===== config.mk =====
export PLATFORM = sky130hd
export DESIGN_NAME = serial_port
export DESIGN_NICKNAME = d
export VERILOG_FILES = /design/src/serial_port_pkg.sv /design/src/char_engine.sv /design/src/serial_port.sv
export SDC_FILE = /design/constraint.sdc
export NUM_CORES = 1
export LEC_CHECK = 0
export ABC_AREA = 1
export BUFFER_PORTS_ARGS = -buffer_cell sky130_fd_sc_hd__buf_2
export CAP_MARGIN = 20
export CORE_MARGIN = 3
export CORE_UTILIZATION = 64
export DETAILED_ROUTE_END_ITERATION = 8
export GPL_ROUTABILITY_DRIVEN = 1
export PLACE_DENSITY = 0.95
export SETUP_SLACK_MARGIN = 0.5
export SLEW_MARGIN = 10
export SYNTH_ARGS = -nofsm -noshare
export SYNTH_HDL_FRONTEND = slang
export SYNTH_SLANG_ARGS = --single-unit

===== constraint.sdc =====
create_clock -name ref_clk -period 6 [get_ports ref_clk]
set_input_delay 0.9 -clock ref_clk [delete_from_list [all_inputs] [get_ports ref_clk]]
set_output_delay 0.9 -clock ref_clk [all_outputs]
set_load 0.02 [all_outputs]

===== src/serial_port_pkg.sv =====
// Purpose: shared constants for the weld-data serial port
// Assumes: 100 MHz ref_clk, classic Wishbone register access
// Notes:   one register per aligned 32-bit word
package serial_port_pkg;
    localparam int          CLK_HZ          = 100_000_000;
    localparam int          BAUD_MODBUS     = 19200;
    localparam int          BAUD_PRINT      = 9600;
    localparam int          BIT_CYC_MODBUS  = CLK_HZ / BAUD_MODBUS;
    localparam int          BIT_CYC_PRINT   = CLK_HZ / BAUD_PRINT;
    localparam logic [6:0]  GAP_HALF_BITS   = 7'h4D;   // 38.5 bit times, in half bits
    localparam logic [7:0]  OFS_CTRL        = 8'h00;
    localparam logic [7:0]  OFS_UNIT        = 8'h04;
    localparam logic [7:0]  OFS_STAT        = 8'h08;
    localparam logic [7:0]  OFS_DATA        = 8'h0C;
    localparam int          CTRL_PRINT      = 0;
    localparam int          CTRL_RS485      = 1;
    localparam int          ST_RX_FULL      = 0;
    localparam int          ST_FRAME_DONE   = 1;
    localparam int          ST_FRAME_GOOD   = 2;
    localparam int          ST_TX_BUSY      = 3;
    localparam int          ST_XOFF         = 4;
    localparam int          ST_PRINT_PEND   = 5;
    localparam int          ST_PERR         = 6;
    localparam logic [1:0]  CTRL_RESET      = 2'h0;
    localparam logic [6:0]  UNIT_RESET      = 7'h01;
    localparam logic [6:0]  UNIT_MIN        = 7'h01;
    localparam logic [6:0]  UNIT_MAX        = 7'h63;
    localparam logic [7:0]  CHAR_XON        = 8'h11;
    localparam logic [7:0]  CHAR_XOFF       = 8'h13;
    localparam logic [7:0]  BROADCAST       = 8'h00;
endpackage : serial_port_pkg


===== src/char_engine.sv =====
// Purpose: one-character serial transmitter and receiver
// Assumes: rxd already synchronised to ref_clk
// Notes:   start, 8 data lsb first, optional even parity, one stop
`timescale 1ns/100ps
`default_nettype none
module char_engine
    import serial_port_pkg::*;
(
    input  wire logic        ref_clk,
    input  wire logic        rstn,
    input  wire logic        ce,
    input  wire logic [13:0] bit_cyc,
    input  wire logic        parity_on,
    input  wire logic        rxd,
    input  wire logic        tx_start,
    input  wire logic [7:0]  tx_byte,
    output logic             tx_busy,
    output logic             txd,
    output logic             rx_valid,
    output logic [7:0]       rx_byte,
    output logic             rx_perr
);
    typedef enum logic [1:0] {RX_IDLE, RX_START, RX_BITS} rx_state_t;

    logic [10:0] tx_sh, next_tx_sh;
    logic [3:0]  tx_left, next_tx_left;
    logic [13:0] tx_cnt, next_tx_cnt;
    logic        next_txd;

    rx_state_t   rx_st, next_rx_st;
    logic [13:0] rx_cnt, next_rx_cnt;
    logic [3:0]  rx_idx, next_rx_idx;
    logic [8:0]  rx_sh, next_rx_sh;
    logic        next_rx_valid, next_rx_perr;
    logic [7:0]  next_rx_byte;

    assign tx_busy = (tx_left != 4'h0);

    always_comb begin
        next_tx_sh   = tx_sh;
        next_tx_left = tx_left;
        next_tx_cnt  = tx_cnt;
        next_txd     = txd;
        if (tx_left == 4'h0) begin
            next_txd = 1'b1;
            if (tx_start) begin
                // frame: start, data lsb first, parity if enabled, stop
                next_tx_sh   = parity_on ? {1'b1, ^tx_byte, tx_byte, 1'b0}
                                         : {1'b1, 1'b1, tx_byte, 1'b0};
                next_tx_left = parity_on ? 4'hB : 4'hA;
                next_tx_cnt  = 14'h0000;
            end
        end else begin
            next_txd = tx_sh[0];
            if (tx_cnt == bit_cyc - 14'h0001) begin
                next_tx_cnt  = 14'h0000;
                next_tx_sh   = {1'b1, tx_sh[10:1]};
                next_tx_left = tx_left - 4'h1;
            end else begin
                next_tx_cnt = tx_cnt + 14'h0001;
            end
        end
    end

    always_ff @(posedge ref_clk) begin
        if (!rstn) begin
            tx_sh   <= 11'h7FF;
            tx_left <= 4'h0;
            tx_cnt  <= 14'h0000;
            txd     <= 1'b1;
        end else if (ce) begin
            tx_sh   <= next_tx_sh;
            tx_left <= next_tx_left;
            tx_cnt  <= next_tx_cnt;
            txd     <= next_txd;
        end
    end

    always_comb begin
        next_rx_st    = rx_st;
        next_rx_cnt   = rx_cnt;
        next_rx_idx   = rx_idx;
        next_rx_sh    = rx_sh;
        next_rx_valid = 1'b0;
        next_rx_byte  = rx_byte;
        next_rx_perr  = rx_perr;
        unique case (rx_st)
            RX_IDLE: begin
                next_rx_cnt = 14'h0000;
                if (!rxd) begin
                    next_rx_st = RX_START;
                end
            end
            RX_START: begin
                if (rx_cnt == {1'b0, bit_cyc[13:1]}) begin
                    next_rx_cnt = 14'h0000;
                    next_rx_idx = 4'h0;
                    next_rx_st  = rxd ? RX_IDLE : RX_BITS;
                end else begin
                    next_rx_cnt = rx_cnt + 14'h0001;
                end
            end
            RX_BITS: begin
                if (rx_cnt == bit_cyc - 14'h0001) begin
                    next_rx_cnt = 14'h0000;
                    next_rx_idx = rx_idx + 4'h1;
                    if (rx_idx == (parity_on ? 4'h9 : 4'h8)) begin
                        // stop bit sampled: deliver, check even parity
                        next_rx_st    = RX_IDLE;
                        next_rx_valid = 1'b1;
                        next_rx_byte  = rx_sh[7:0];
                        next_rx_perr  = parity_on && (rx_sh[8] != ^rx_sh[7:0]);
                    end else if (rx_idx < 4'h8) begin
                        next_rx_sh = {rx_sh[8], rxd, rx_sh[7:1]};
                    end else begin
                        next_rx_sh = {rxd, rx_sh[7:0]};
                    end
                end else begin
                    next_rx_cnt = rx_cnt + 14'h0001;
                end
            end
        endcase
    end

    always_ff @(posedge ref_clk) begin
        if (!rstn) begin
            rx_st    <= RX_IDLE;
            rx_cnt   <= 14'h0000;
            rx_idx   <= 4'h0;
            rx_sh    <= 9'h000;
            rx_valid <= 1'b0;
            rx_byte  <= 8'h00;
            rx_perr  <= 1'b0;
        end else if (ce) begin
            rx_st    <= next_rx_st;
            rx_cnt   <= next_rx_cnt;
            rx_idx   <= next_rx_idx;
            rx_sh    <= next_rx_sh;
            rx_valid <= next_rx_valid;
            rx_byte  <= next_rx_byte;
            rx_perr  <= next_rx_perr;
        end
    end

    property p_tx_idle_high;
        @(posedge ref_clk) disable iff (!rstn)
        (ce && !tx_busy && !tx_start) |=> txd;
    endproperty
    a_tx_idle_high: assert property (p_tx_idle_high)
        else $error("line not idle high");

    property p_tx_start_bit;
        @(posedge ref_clk) disable iff (!rstn)
        (ce && !tx_busy && tx_start) ##1 ce |=> !txd;
    endproperty
    a_tx_start_bit: assert property (p_tx_start_bit)
        else $error("start bit missing");
endmodule : char_engine
`default_nettype wire


===== src/serial_port.sv =====
// Purpose: Modbus RTU server port and weld label printer output
// Assumes: software handles Modbus PDU and label text
// Notes:   registers on classic Wishbone, one word each
// Behaviour
// - Modbus mode on RS232 runs as an RTU server at 19200 baud, even parity.
// - Modbus characters have one start bit then eight data bits, lsb first, binary.
// - Modbus characters carry a parity bit after the data and exactly one stop bit.
// - RS485 runs as an RTU server at 19200 baud even parity, address settable 1 to 99.
// - Print mode uses RS232 at 9600 baud, 8 bits, no parity, one stop, honouring XON/XOFF.
// - Print mode sends a block of ASCII weld data over RS232 after each completed weld.
// - While print mode is selected the Ethernet and RS485 links are unavailable.
`timescale 1ns/100ps
`default_nettype none
module serial_port
    import serial_port_pkg::*;
#(
    parameter logic [13:0] BIT_CYC_MB = 14'(BIT_CYC_MODBUS),
    parameter logic [13:0] BIT_CYC_PR = 14'(BIT_CYC_PRINT)
)(
    input  wire logic        ref_clk,
    input  wire logic        rstn,
    input  wire logic        ce,
    input  wire logic        wb_cyc_i,
    input  wire logic        wb_stb_i,
    input  wire logic        wb_we_i,
    input  wire logic [7:0]  wb_adr_i,
    input  wire logic [3:0]  wb_sel_i,
    input  wire logic [31:0] wb_dat_i,
    output logic [31:0]      wb_dat_o,
    output logic             wb_ack_o,
    input  wire logic        weld_done,
    input  wire logic        rs232_rxd,
    output logic             rs232_txd,
    input  wire logic        rs485_rxd,
    output logic             rs485_txd,
    output logic             rs485_de,
    output logic             eth_en
);
    logic [1:0]  s232, s485;
    logic [1:0]  ctrl, next_ctrl;
    logic [6:0]  unit, next_unit;
    logic [7:0]  rx_data, next_rx_data, tx_hold, next_tx_hold;
    logic        rx_full, next_rx_full, frame_done, next_frame_done;
    logic        frame_good, next_frame_good, perr_st, next_perr_st;
    logic        print_pend, next_print_pend, xoff, next_xoff;
    logic        tx_pend, next_tx_pend, in_frame, next_in_frame;
    logic        frame_bad, next_frame_bad, addr_ok, next_addr_ok;
    logic [20:0] gap_cnt, next_gap_cnt;
    logic        next_ack, next_txd232, next_txd485, next_de, next_eth;
    logic [31:0] next_dat;
    logic        print_mode, use485, rxd_sel, tx_start, req, wr, rd_data;
    logic [13:0] bit_cyc;
    logic [20:0] gap_lim;
    logic        eng_busy, eng_txd, eng_valid, eng_perr;
    logic [7:0]  eng_byte;

    assign print_mode = ctrl[CTRL_PRINT];
    assign use485     = ctrl[CTRL_RS485] && !print_mode;
    assign bit_cyc    = print_mode ? BIT_CYC_PR : BIT_CYC_MB;
    assign rxd_sel    = use485 ? s485[1] : s232[1];
    assign gap_lim    = ({7'h00, bit_cyc} * {14'h0000, GAP_HALF_BITS}) >> 1;
    // printer flow control holds back the next character only
    assign tx_start   = tx_pend && !eng_busy && !(print_mode && xoff);
    assign req        = wb_cyc_i && wb_stb_i && !wb_ack_o;
    assign wr         = req && wb_we_i && wb_sel_i[0];
    assign rd_data    = req && !wb_we_i && (wb_adr_i == OFS_DATA);

    char_engine u_engine (
        .ref_clk   (ref_clk),
        .rstn      (rstn),
        .ce        (ce),
        .bit_cyc   (bit_cyc),
        .parity_on (!print_mode),
        .rxd       (rxd_sel),
        .tx_start  (tx_start),
        .tx_byte   (tx_hold),
        .tx_busy   (eng_busy),
        .txd       (eng_txd),
        .rx_valid  (eng_valid),
        .rx_byte   (eng_byte),
        .rx_perr   (eng_perr)
    );

    always_ff @(posedge ref_clk) begin
        if (!rstn) begin
            s232 <= 2'h3;
            s485 <= 2'h3;
        end else if (ce) begin
            s232 <= {s232[0], rs232_rxd};
            s485 <= {s485[0], rs485_rxd};
        end
    end

    always_comb begin
        next_ctrl       = ctrl;
        next_unit       = unit;
        next_rx_data    = rx_data;
        next_rx_full    = rx_full && !rd_data;
        next_frame_done = frame_done;
        next_frame_good = frame_good;
        next_perr_st    = perr_st;
        next_print_pend = print_pend;
        next_xoff       = xoff;
        next_tx_hold    = tx_hold;
        next_tx_pend    = tx_pend && !tx_start;
        next_in_frame   = in_frame;
        next_frame_bad  = frame_bad;
        next_addr_ok    = addr_ok;
        next_gap_cnt    = gap_cnt;
        next_ack        = req;
        next_dat        = 32'h0000_0000;
        if (req && !wb_we_i) begin
            unique case (wb_adr_i)
                OFS_CTRL: next_dat = {30'h0, ctrl};
                OFS_UNIT: next_dat = {25'h0, unit};
                OFS_STAT: next_dat = {25'h0, perr_st, print_pend, xoff, tx_pend | eng_busy,
                                      frame_good, frame_done, rx_full};
                OFS_DATA: next_dat = {24'h0, rx_data};
                default:  next_dat = 32'h0000_0000;
            endcase
        end
        if (wr) begin
            unique case (wb_adr_i)
                OFS_CTRL: next_ctrl = wb_dat_i[1:0];
                OFS_UNIT: begin
                    if (wb_dat_i[6:0] >= UNIT_MIN && wb_dat_i[6:0] <= UNIT_MAX
                        && wb_dat_i[31:7] == 25'h0) begin
                        next_unit = wb_dat_i[6:0];
                    end
                end
                OFS_STAT: begin
                    if (wb_dat_i[ST_FRAME_DONE]) next_frame_done = 1'b0;
                    if (wb_dat_i[ST_PRINT_PEND]) next_print_pend = 1'b0;
                    if (wb_dat_i[ST_PERR])       next_perr_st    = 1'b0;
                end
                OFS_DATA: begin
                    if (!tx_pend) begin
                        next_tx_hold = wb_dat_i[7:0];
                        next_tx_pend = 1'b1;
                    end
                end
                default: ;
            endcase
        end
        if (!print_mode) begin
            next_xoff = 1'b0;
        end
        // each completed weld in print mode asks software for a label block
        if (weld_done && print_mode) begin
            next_print_pend = 1'b1;
        end
        if (eng_valid) begin
            next_gap_cnt = 21'h0;
            if (print_mode) begin
                if (eng_byte == CHAR_XOFF) begin
                    next_xoff = 1'b1;
                end else if (eng_byte == CHAR_XON) begin
                    next_xoff = 1'b0;
                end else begin
                    next_rx_data = eng_byte;
                    next_rx_full = 1'b1;
                end
            end else begin
                next_rx_data  = eng_byte;
                next_rx_full  = 1'b1;
                next_in_frame = 1'b1;
                if (!in_frame) begin
                    next_addr_ok   = (eng_byte == {1'b0, unit}) || (eng_byte == BROADCAST);
                    next_frame_bad = eng_perr;
                end else if (eng_perr) begin
                    next_frame_bad = 1'b1;
                end
                if (eng_perr) begin
                    next_perr_st = 1'b1;
                end
            end
        end else if (in_frame) begin
            if (gap_cnt >= gap_lim) begin
                next_in_frame   = 1'b0;
                next_frame_done = 1'b1;
                next_frame_good = addr_ok && !frame_bad;
            end else begin
                next_gap_cnt = gap_cnt + 21'h1;
            end
        end
        next_txd232 = use485 ? 1'b1 : eng_txd;
        next_txd485 = use485 ? eng_txd : 1'b1;
        next_de     = use485 && (eng_busy || tx_start);
        next_eth    = !print_mode;
    end

    always_ff @(posedge ref_clk) begin
        if (!rstn) begin
            ctrl       <= CTRL_RESET;
            unit       <= UNIT_RESET;
            rx_data    <= 8'h00;
            rx_full    <= 1'b0;
            frame_done <= 1'b0;
            frame_good <= 1'b0;
            perr_st    <= 1'b0;
            print_pend <= 1'b0;
            xoff       <= 1'b0;
            tx_hold    <= 8'h00;
            tx_pend    <= 1'b0;
            in_frame   <= 1'b0;
            frame_bad  <= 1'b0;
            addr_ok    <= 1'b0;
            gap_cnt    <= 21'h0;
            wb_ack_o   <= 1'b0;
            wb_dat_o   <= 32'h0000_0000;
            rs232_txd  <= 1'b1;
            rs485_txd  <= 1'b1;
            rs485_de   <= 1'b0;
            eth_en     <= 1'b1;
        end else if (ce) begin
            ctrl       <= next_ctrl;
            unit       <= next_unit;
            rx_data    <= next_rx_data;
            rx_full    <= next_rx_full;
            frame_done <= next_frame_done;
            frame_good <= next_frame_good;
            perr_st    <= next_perr_st;
            print_pend <= next_print_pend;
            xoff       <= next_xoff;
            tx_hold    <= next_tx_hold;
            tx_pend    <= next_tx_pend;
            in_frame   <= next_in_frame;
            frame_bad  <= next_frame_bad;
            addr_ok    <= next_addr_ok;
            gap_cnt    <= next_gap_cnt;
            wb_ack_o   <= next_ack;
            wb_dat_o   <= next_dat;
            rs232_txd  <= next_txd232;
            rs485_txd  <= next_txd485;
            rs485_de   <= next_de;
            eth_en     <= next_eth;
        end
    end

    property p_print_no_485;
        @(posedge ref_clk) disable iff (!rstn)
        (ce && print_mode) |=> (!rs485_de && rs485_txd && !eth_en);
    endproperty
    a_print_no_485: assert property (p_print_no_485)
        else $error("rs485 or ethernet active in print mode");

    property p_unit_range;
        @(posedge ref_clk) disable iff (!rstn)
        ##1 (unit >= UNIT_MIN && unit <= UNIT_MAX);
    endproperty
    a_unit_range: assert property (p_unit_range)
        else $error("unit address out of range");

    property p_xoff_holds;
        @(posedge ref_clk) disable iff (!rstn)
        (ce && print_mode && xoff && !eng_busy) |=> !eng_busy;
    endproperty
    a_xoff_holds: assert property (p_xoff_holds)
        else $error("character started during xoff");

    property p_perr_discard;
        @(posedge ref_clk) disable iff (!rstn)
        (ce && eng_valid && eng_perr && !print_mode) |=> frame_bad;
    endproperty
    a_perr_discard: assert property (p_perr_discard)
        else $error("parity error not marking frame bad");

    property p_bad_frame;
        @(posedge ref_clk) disable iff (!rstn)
        (ce && in_frame && !eng_valid && gap_cnt >= gap_lim && frame_bad)
            |=> (frame_done && !frame_good);
    endproperty
    a_bad_frame: assert property (p_bad_frame)
        else $error("frame with parity error marked good");

    property p_rate_modbus;
        @(posedge ref_clk) disable iff (!rstn)
        !print_mode |-> (bit_cyc == BIT_CYC_MB);
    endproperty
    a_rate_modbus: assert property (p_rate_modbus)
        else $error("wrong modbus bit time");

    property p_weld_pend;
        @(posedge ref_clk) disable iff (!rstn)
        (ce && weld_done && print_mode) |=> print_pend;
    endproperty
    a_weld_pend: assert property (p_weld_pend)
        else $error("weld completion not flagged");

    property p_485_route;
        @(posedge ref_clk) disable iff (!rstn)
        (ce && use485) |=> rs232_txd;
    endproperty
    a_485_route: assert property (p_485_route)
        else $error("rs232 driven while rs485 selected");
endmodule : serial_port
`default_nettype wire


# == Word-level counts from Yosys, hierarchy flattened ==
# Index checks and enable logic that the tools add are counted.
# word_totals
reg_bits,166
in_bits,53
# op_classes
n_lt_le_gt_ge,4
n_bitwise,7
n_mul,1
eq_ne,23
addsub,6
mux,74
n_reduce_logical,59
# ops
cell,n
14-bit 2-to-1 mux,6
21-bit 2-to-1 mux,3
1-bit 2-to-1 mux,43
14-bit one-hot mux with 3 select lines,1
4-bit AND reduction,9
11-bit 2-to-1 mux,3
8-bit 2-to-1 mux,4
8-bit one-hot mux with 4 select lines,1
"14-bit by 1-bit adder with 14-bit output, second input constant",2
14-bit == test,2
25-bit logical NOT,1
"21-bit by 1-bit adder with 21-bit output, second input constant",1
21-bit by 20-bit greater-or-equal comparator with 1-bit output,1
"14-bit by 7-bit multiplier with 21-bit output, second input constant",1
4-bit 2-to-1 mux,5
1-bit logical AND,18
"8-bit by 4-bit == test with 1-bit output, second input constant",2
"8-bit by 5-bit == test with 1-bit output, second input constant",2
8-bit logical NOT,2
8-bit parity,2
5-bit AND reduction,3
14-bit by 13-bit == test with 1-bit output,1
"14-bit by 1-bit subtractor with 14-bit output, second input constant",1
2-bit nonzero test,6
26 further kinds,54

# == Longest topological paths before layout ==
# depth
word_depth,10
mapped_depth,15
ltp_nobuf,13

# == By module ==
# Synthesis repeated with hierarchy kept, for this count alone.
# unflattened
cells_unflattened,1390
area_unflattened_um2,8892.3
# modules_own_cells
module,cells_per_inst,n_inst,area_each_um2
char_engine,718,1,4610.7
serial_port,672,1,4281.6

# == Worst setup path before layout ==
# Ideal clock, no wire load.
# synth_timing
path_type,in2reg
start,input port wb_adr_i[1]
end,register unit[0]
arrival_ps,1977
cell_stages,9
setup_slack_ps,3900
n_path_buf,0
t_required_ps,5877
cell_sequence,or2_4 nor2_2 nand2_2 nor2_8 o211ai_2 nor2_4 nand2_4 nand2_1 nand3_1
# synth_via
elab_chain_len,2
# synth_rtl
item,line,rtl
from (decl),serial_port.sv:26,"input wire logic [7:0] wb_adr_i,"
8-bit by 3-bit == test with 1-bit output,serial_port.sv:123,unique case (wb_adr_i)
4-bit AND reduction (no line),--,
to (signal assigned),serial_port.sv:217,unit <= next_unit;
to (decl),serial_port.sv:41,"logic [6:0] unit, next_unit;"
# No other way between the ends.
# A chain may end at the register's enable or synchronous reset.

# == Worst setup path in the final report ==
# layout_timing
start,input port ce
end,register u_engine.tx_left[1]
# layout_via
elab_chain_len,1
# layout_rtl
item,line,rtl
from (decl),serial_port.sv:22,"input wire logic ce,"
3-bit AND reduction (no line),--,
to (signal assigned),char_engine.sv:73,tx_left <= next_tx_left;
to (decl),char_engine.sv:26,"logic [3:0] tx_left, next_tx_left;"
# No other way between the ends.

==> metrics.txt <==
Detail Route met3 WL=~1.9 mm; Placed Area=8476 um2; sequential cell fraction of total power=45.2%; # H-tree levels=4; post-CTS resize count=0; transition time at the pin with the least slew margin=0.7638 ns; CTS tree=built; WL per Instance=between 10 and 15 um; startpoint kind of the worst setup timing path=primary input; clock tree skew after final layout=a little over 0.006 ns; port bufs=62; clk_lat worst skew=0.42 ns; number of global-route vias before repair=approximately 7600; area taken by flip-flops and latches=between 2000 and 3000 um2; number of enable-type register cells in the synthesized netlist=0; antenna-violating nets left=0; internal power contribution=1.566 mW; Most used DFF post-synth=dfxtp_1; overall global routing resource usage=between 20% and 30%; hold_ws=between 0.4 and 0.5 ns; Fin. Hold Viols=0; commonest cells in the synthesized netlist=260 x nand2_1, 155 x nor2_1, 141 x dfxtp_1, 141 x nand3_1, 109 x inv_1; final wirelength=slightly above 20 mm; final core area utilization=about three quarters; placer congestion estimate=between 1 and 1.5; most common cell in the synthesized netlist=nand2_1; vertical extent of the die=about 120 um; critical path, cell by cell=buf_2 > buf_4 > inv_2 > nor2_2 > nand3_2 > nand2_2 > nand2_1 > nand2_1 > nor2_1; worst min-delay path class=register to register; Post-CTS Hold Buffers=0; estimated wirelength of the detail-placed design=about 14 mm; mean cell area of the mapped netlist=just under 7 um2; post-synth cell types=49; fraction of layout instances using a drive strength above 1=between 10% and 20%; wire length of the first global-routing pass=33.98 mm; post-synth top area share=between 30% and 40%; Layout Cell Area excl Fill=around 9000 um2; vias per std cell=approximately 5.7; Final setup viols=0; dpl cells=1414; longest individual stage delay on the worst path=roughly 0.41 ns; result of the run=finished clean; Post-CTS Setup Inserts=0; Pwr per Cell Area=234.2 nW/um2; master cell of the clock root buffer=clkbuf_16; highest ir drop seen on vdd=slightly below 0.2 mV; Slowest-stage cell, CP=nor2_2; total die area=14270 um2; number of cells in the finished layout apart from fillers=between 1000 and 1500; library cell with the largest summed area after synthesis=dfxtp_1; leakage component of the power=3.803 nW; via count=8300; cell area after synthesis=8240 um2; Post-synth ARST share=0%; max-capacitance violation count=0; metal1 wirelength=8.423 mm; worst rel slew slack=49.01%; share of the yosys chip area belonging to registers=between 30% and 40%; number of primary I/O pins=90; register bit count reported by yosys=between 100 and 150; worst-case register-to-register setup slack=3.41 ns; setup total negative slack=0 ns; RSZ-0062 raised after global routing=no; clock net sink count=between 100 and 150; Critical Setup Path Class=primary input to register; achievable frequency=between 300 and 400 MHz; antenna violations before repair=0; switching share of power=between 20% and 30%; total number of yosys warnings=0; largest fanout on the critical path=37; number of buffers on the longest clock path=2; Antenna Cells=0; first-pass iteration count of the detailed router=7; Critical Path End Type=register; register clock-pin slew on the reported worst setup and hold paths=0.06 ns; met2 routed wirelength=between 9 and 10 mm; FP Rows=40; first-iteration detailed-routing DRC count=960; CTS Buf Count=17; Clock Power Share=a little under half; largest net degree at the start of global routing=68; DIE WIDTH=between 100 and 150 um; Tcrit/Tclk final=a little under half; Period minus WS final=2.800 ns; area inside the core boundary=between 10000 and 15000 um2; CP arrival=3.12 ns; critical path required time=between 6 and 7 ns; highest metal layer with signal wires=met4; final slew viol count=0; count of mapped cells out of synthesis=approximately 1200; area added between synthesis and finish=9.399%; number of nets at the end of the flow=~1300; grt ovf=0; CP dominant cell by count=nand2_1; Filler cells=between 900 and 1000; detailed-route DRC error count=0; part of the total power dissipated in combinational logic=roughly 8.6%; Psw=0.5458 mW; area of the multi-input gates=between 4000 and 5000 um2; top area cells in the synthesized netlist=dfxtp_1 34%, nand2_1 12%, nand3_1 8.6%; Initial Utilization=66.93%
==> through the flow <==
step | worst slack, ns | total power [mW]
2_1_floorplan | 3.900 | 1.118
3_3_place_gp | 2.860 | 1.144
3_5_place_dp | 2.839 | 1.149
4_1_cts | 3.284 | 2.110
5_1_grt | 3.035 | 2.178
6_report | 3.200 | 2.112
==> routing by layer <==
layer	global-route usage [%]	up-vias
met1	36.78	3753
li1	-	4051
met4	11.88	0
met2	46.47	427
met3	5.793	69
met5	0	-
==> power groups by stage <==
stage | Clock [mW] | Sequential (mW) | Combinational [mW]
final | 0.977 | 0.954 | 0.181
after global routing | 1.02 | 0.954 | 0.200
after CTS | 0.978 | 0.953 | 0.179
after detailed placement | 0 | 0.974 | 0.176
after global placement | 0 | 0.973 | 0.171
after floorplan | 0 | 0.973 | 0.145
==> flip-flops by register name, indices dropped and copies added, names as in the netlist, 2 cells and up <==
| name | cells |
|---|---|
| gap_cnt | 21 |
| u_engine.rx_cnt | 14 |
| u_engine.tx_cnt | 14 |
| u_engine.tx_sh | 10 |
| u_engine.rx_sh | 9 |
| rx_data | 8 |
| tx_hold | 8 |
| u_engine.rx_byte | 8 |
| wb_dat_o | 8 |
| unit | 7 |
| u_engine.rx_idx | 4 |
| u_engine.tx_left | 4 |
| ctrl | 2 |
| s232 | 2 |
| s485 | 2 |
| u_engine.rx_st | 2 |
==> cells in the final DEF (no fill, tap or decap), types with 24 or more instances in the layout <==
master | Yosys | routed
nand2_1 | 260 | 260
nor2_1 | 155 | 155
nand3_1 | 141 | 141
dfxtp_1 | 141 | 141
inv_1 | 109 | 108
a21oi_1 | 99 | 99
buf_2 | 6 | 62
o21ai_0 | 40 | 40
nor3_1 | 24 | 24
xor2_1 | 24 | 24
conb_1 | 1 | 24
==> cell families after synthesis <==
kind of cell             Yosys count  synth area share, %
AO/OA/AOI/OAI                    180                11.68
XOR/XNOR                          40                4.251
adder cells (fa/ha/maj)           16                2.429
buffers and inverters            190                10.52
flip-flops                       141                34.25
other                              1              0.04551
AND/OR/NAND/NOR                  656                36.82
==> final timing paths <==
| check | depth (start not counted) | endpoint | start |
|---|---|---|---|
| setup / recovery | 9 | u_engine.tx_left[1] | ce |
| hold reg to reg | 2 | gap_cnt[20] | gap_cnt[20] |
| hold / removal | 2 | gap_cnt[20] | gap_cnt[20] |
| setup reg to reg | 5 | rx_data[1] | u_engine.rx_valid |
==> cell type report <==
class / instances / share of cell area [%]
Clock buffer: 19 / 4.913
Clock inverter: 11 / 1.069
Inverter: 123 / 5.163
Multi-Input combinational cell: 916 / 51.44
Sequential cell: 141 / 31.31
Tap cell: 168 / 2.332
Timing Repair Buffer: 66 / 3.775
==> critical path, delay by kind of cell <==
| kind | cells | cell delay [ns] |
|---|---|---|
| buf+inv | 3 | 0.83 |
| simple gates | 6 | 1.36 |
(Power assumes the default switching activity.)
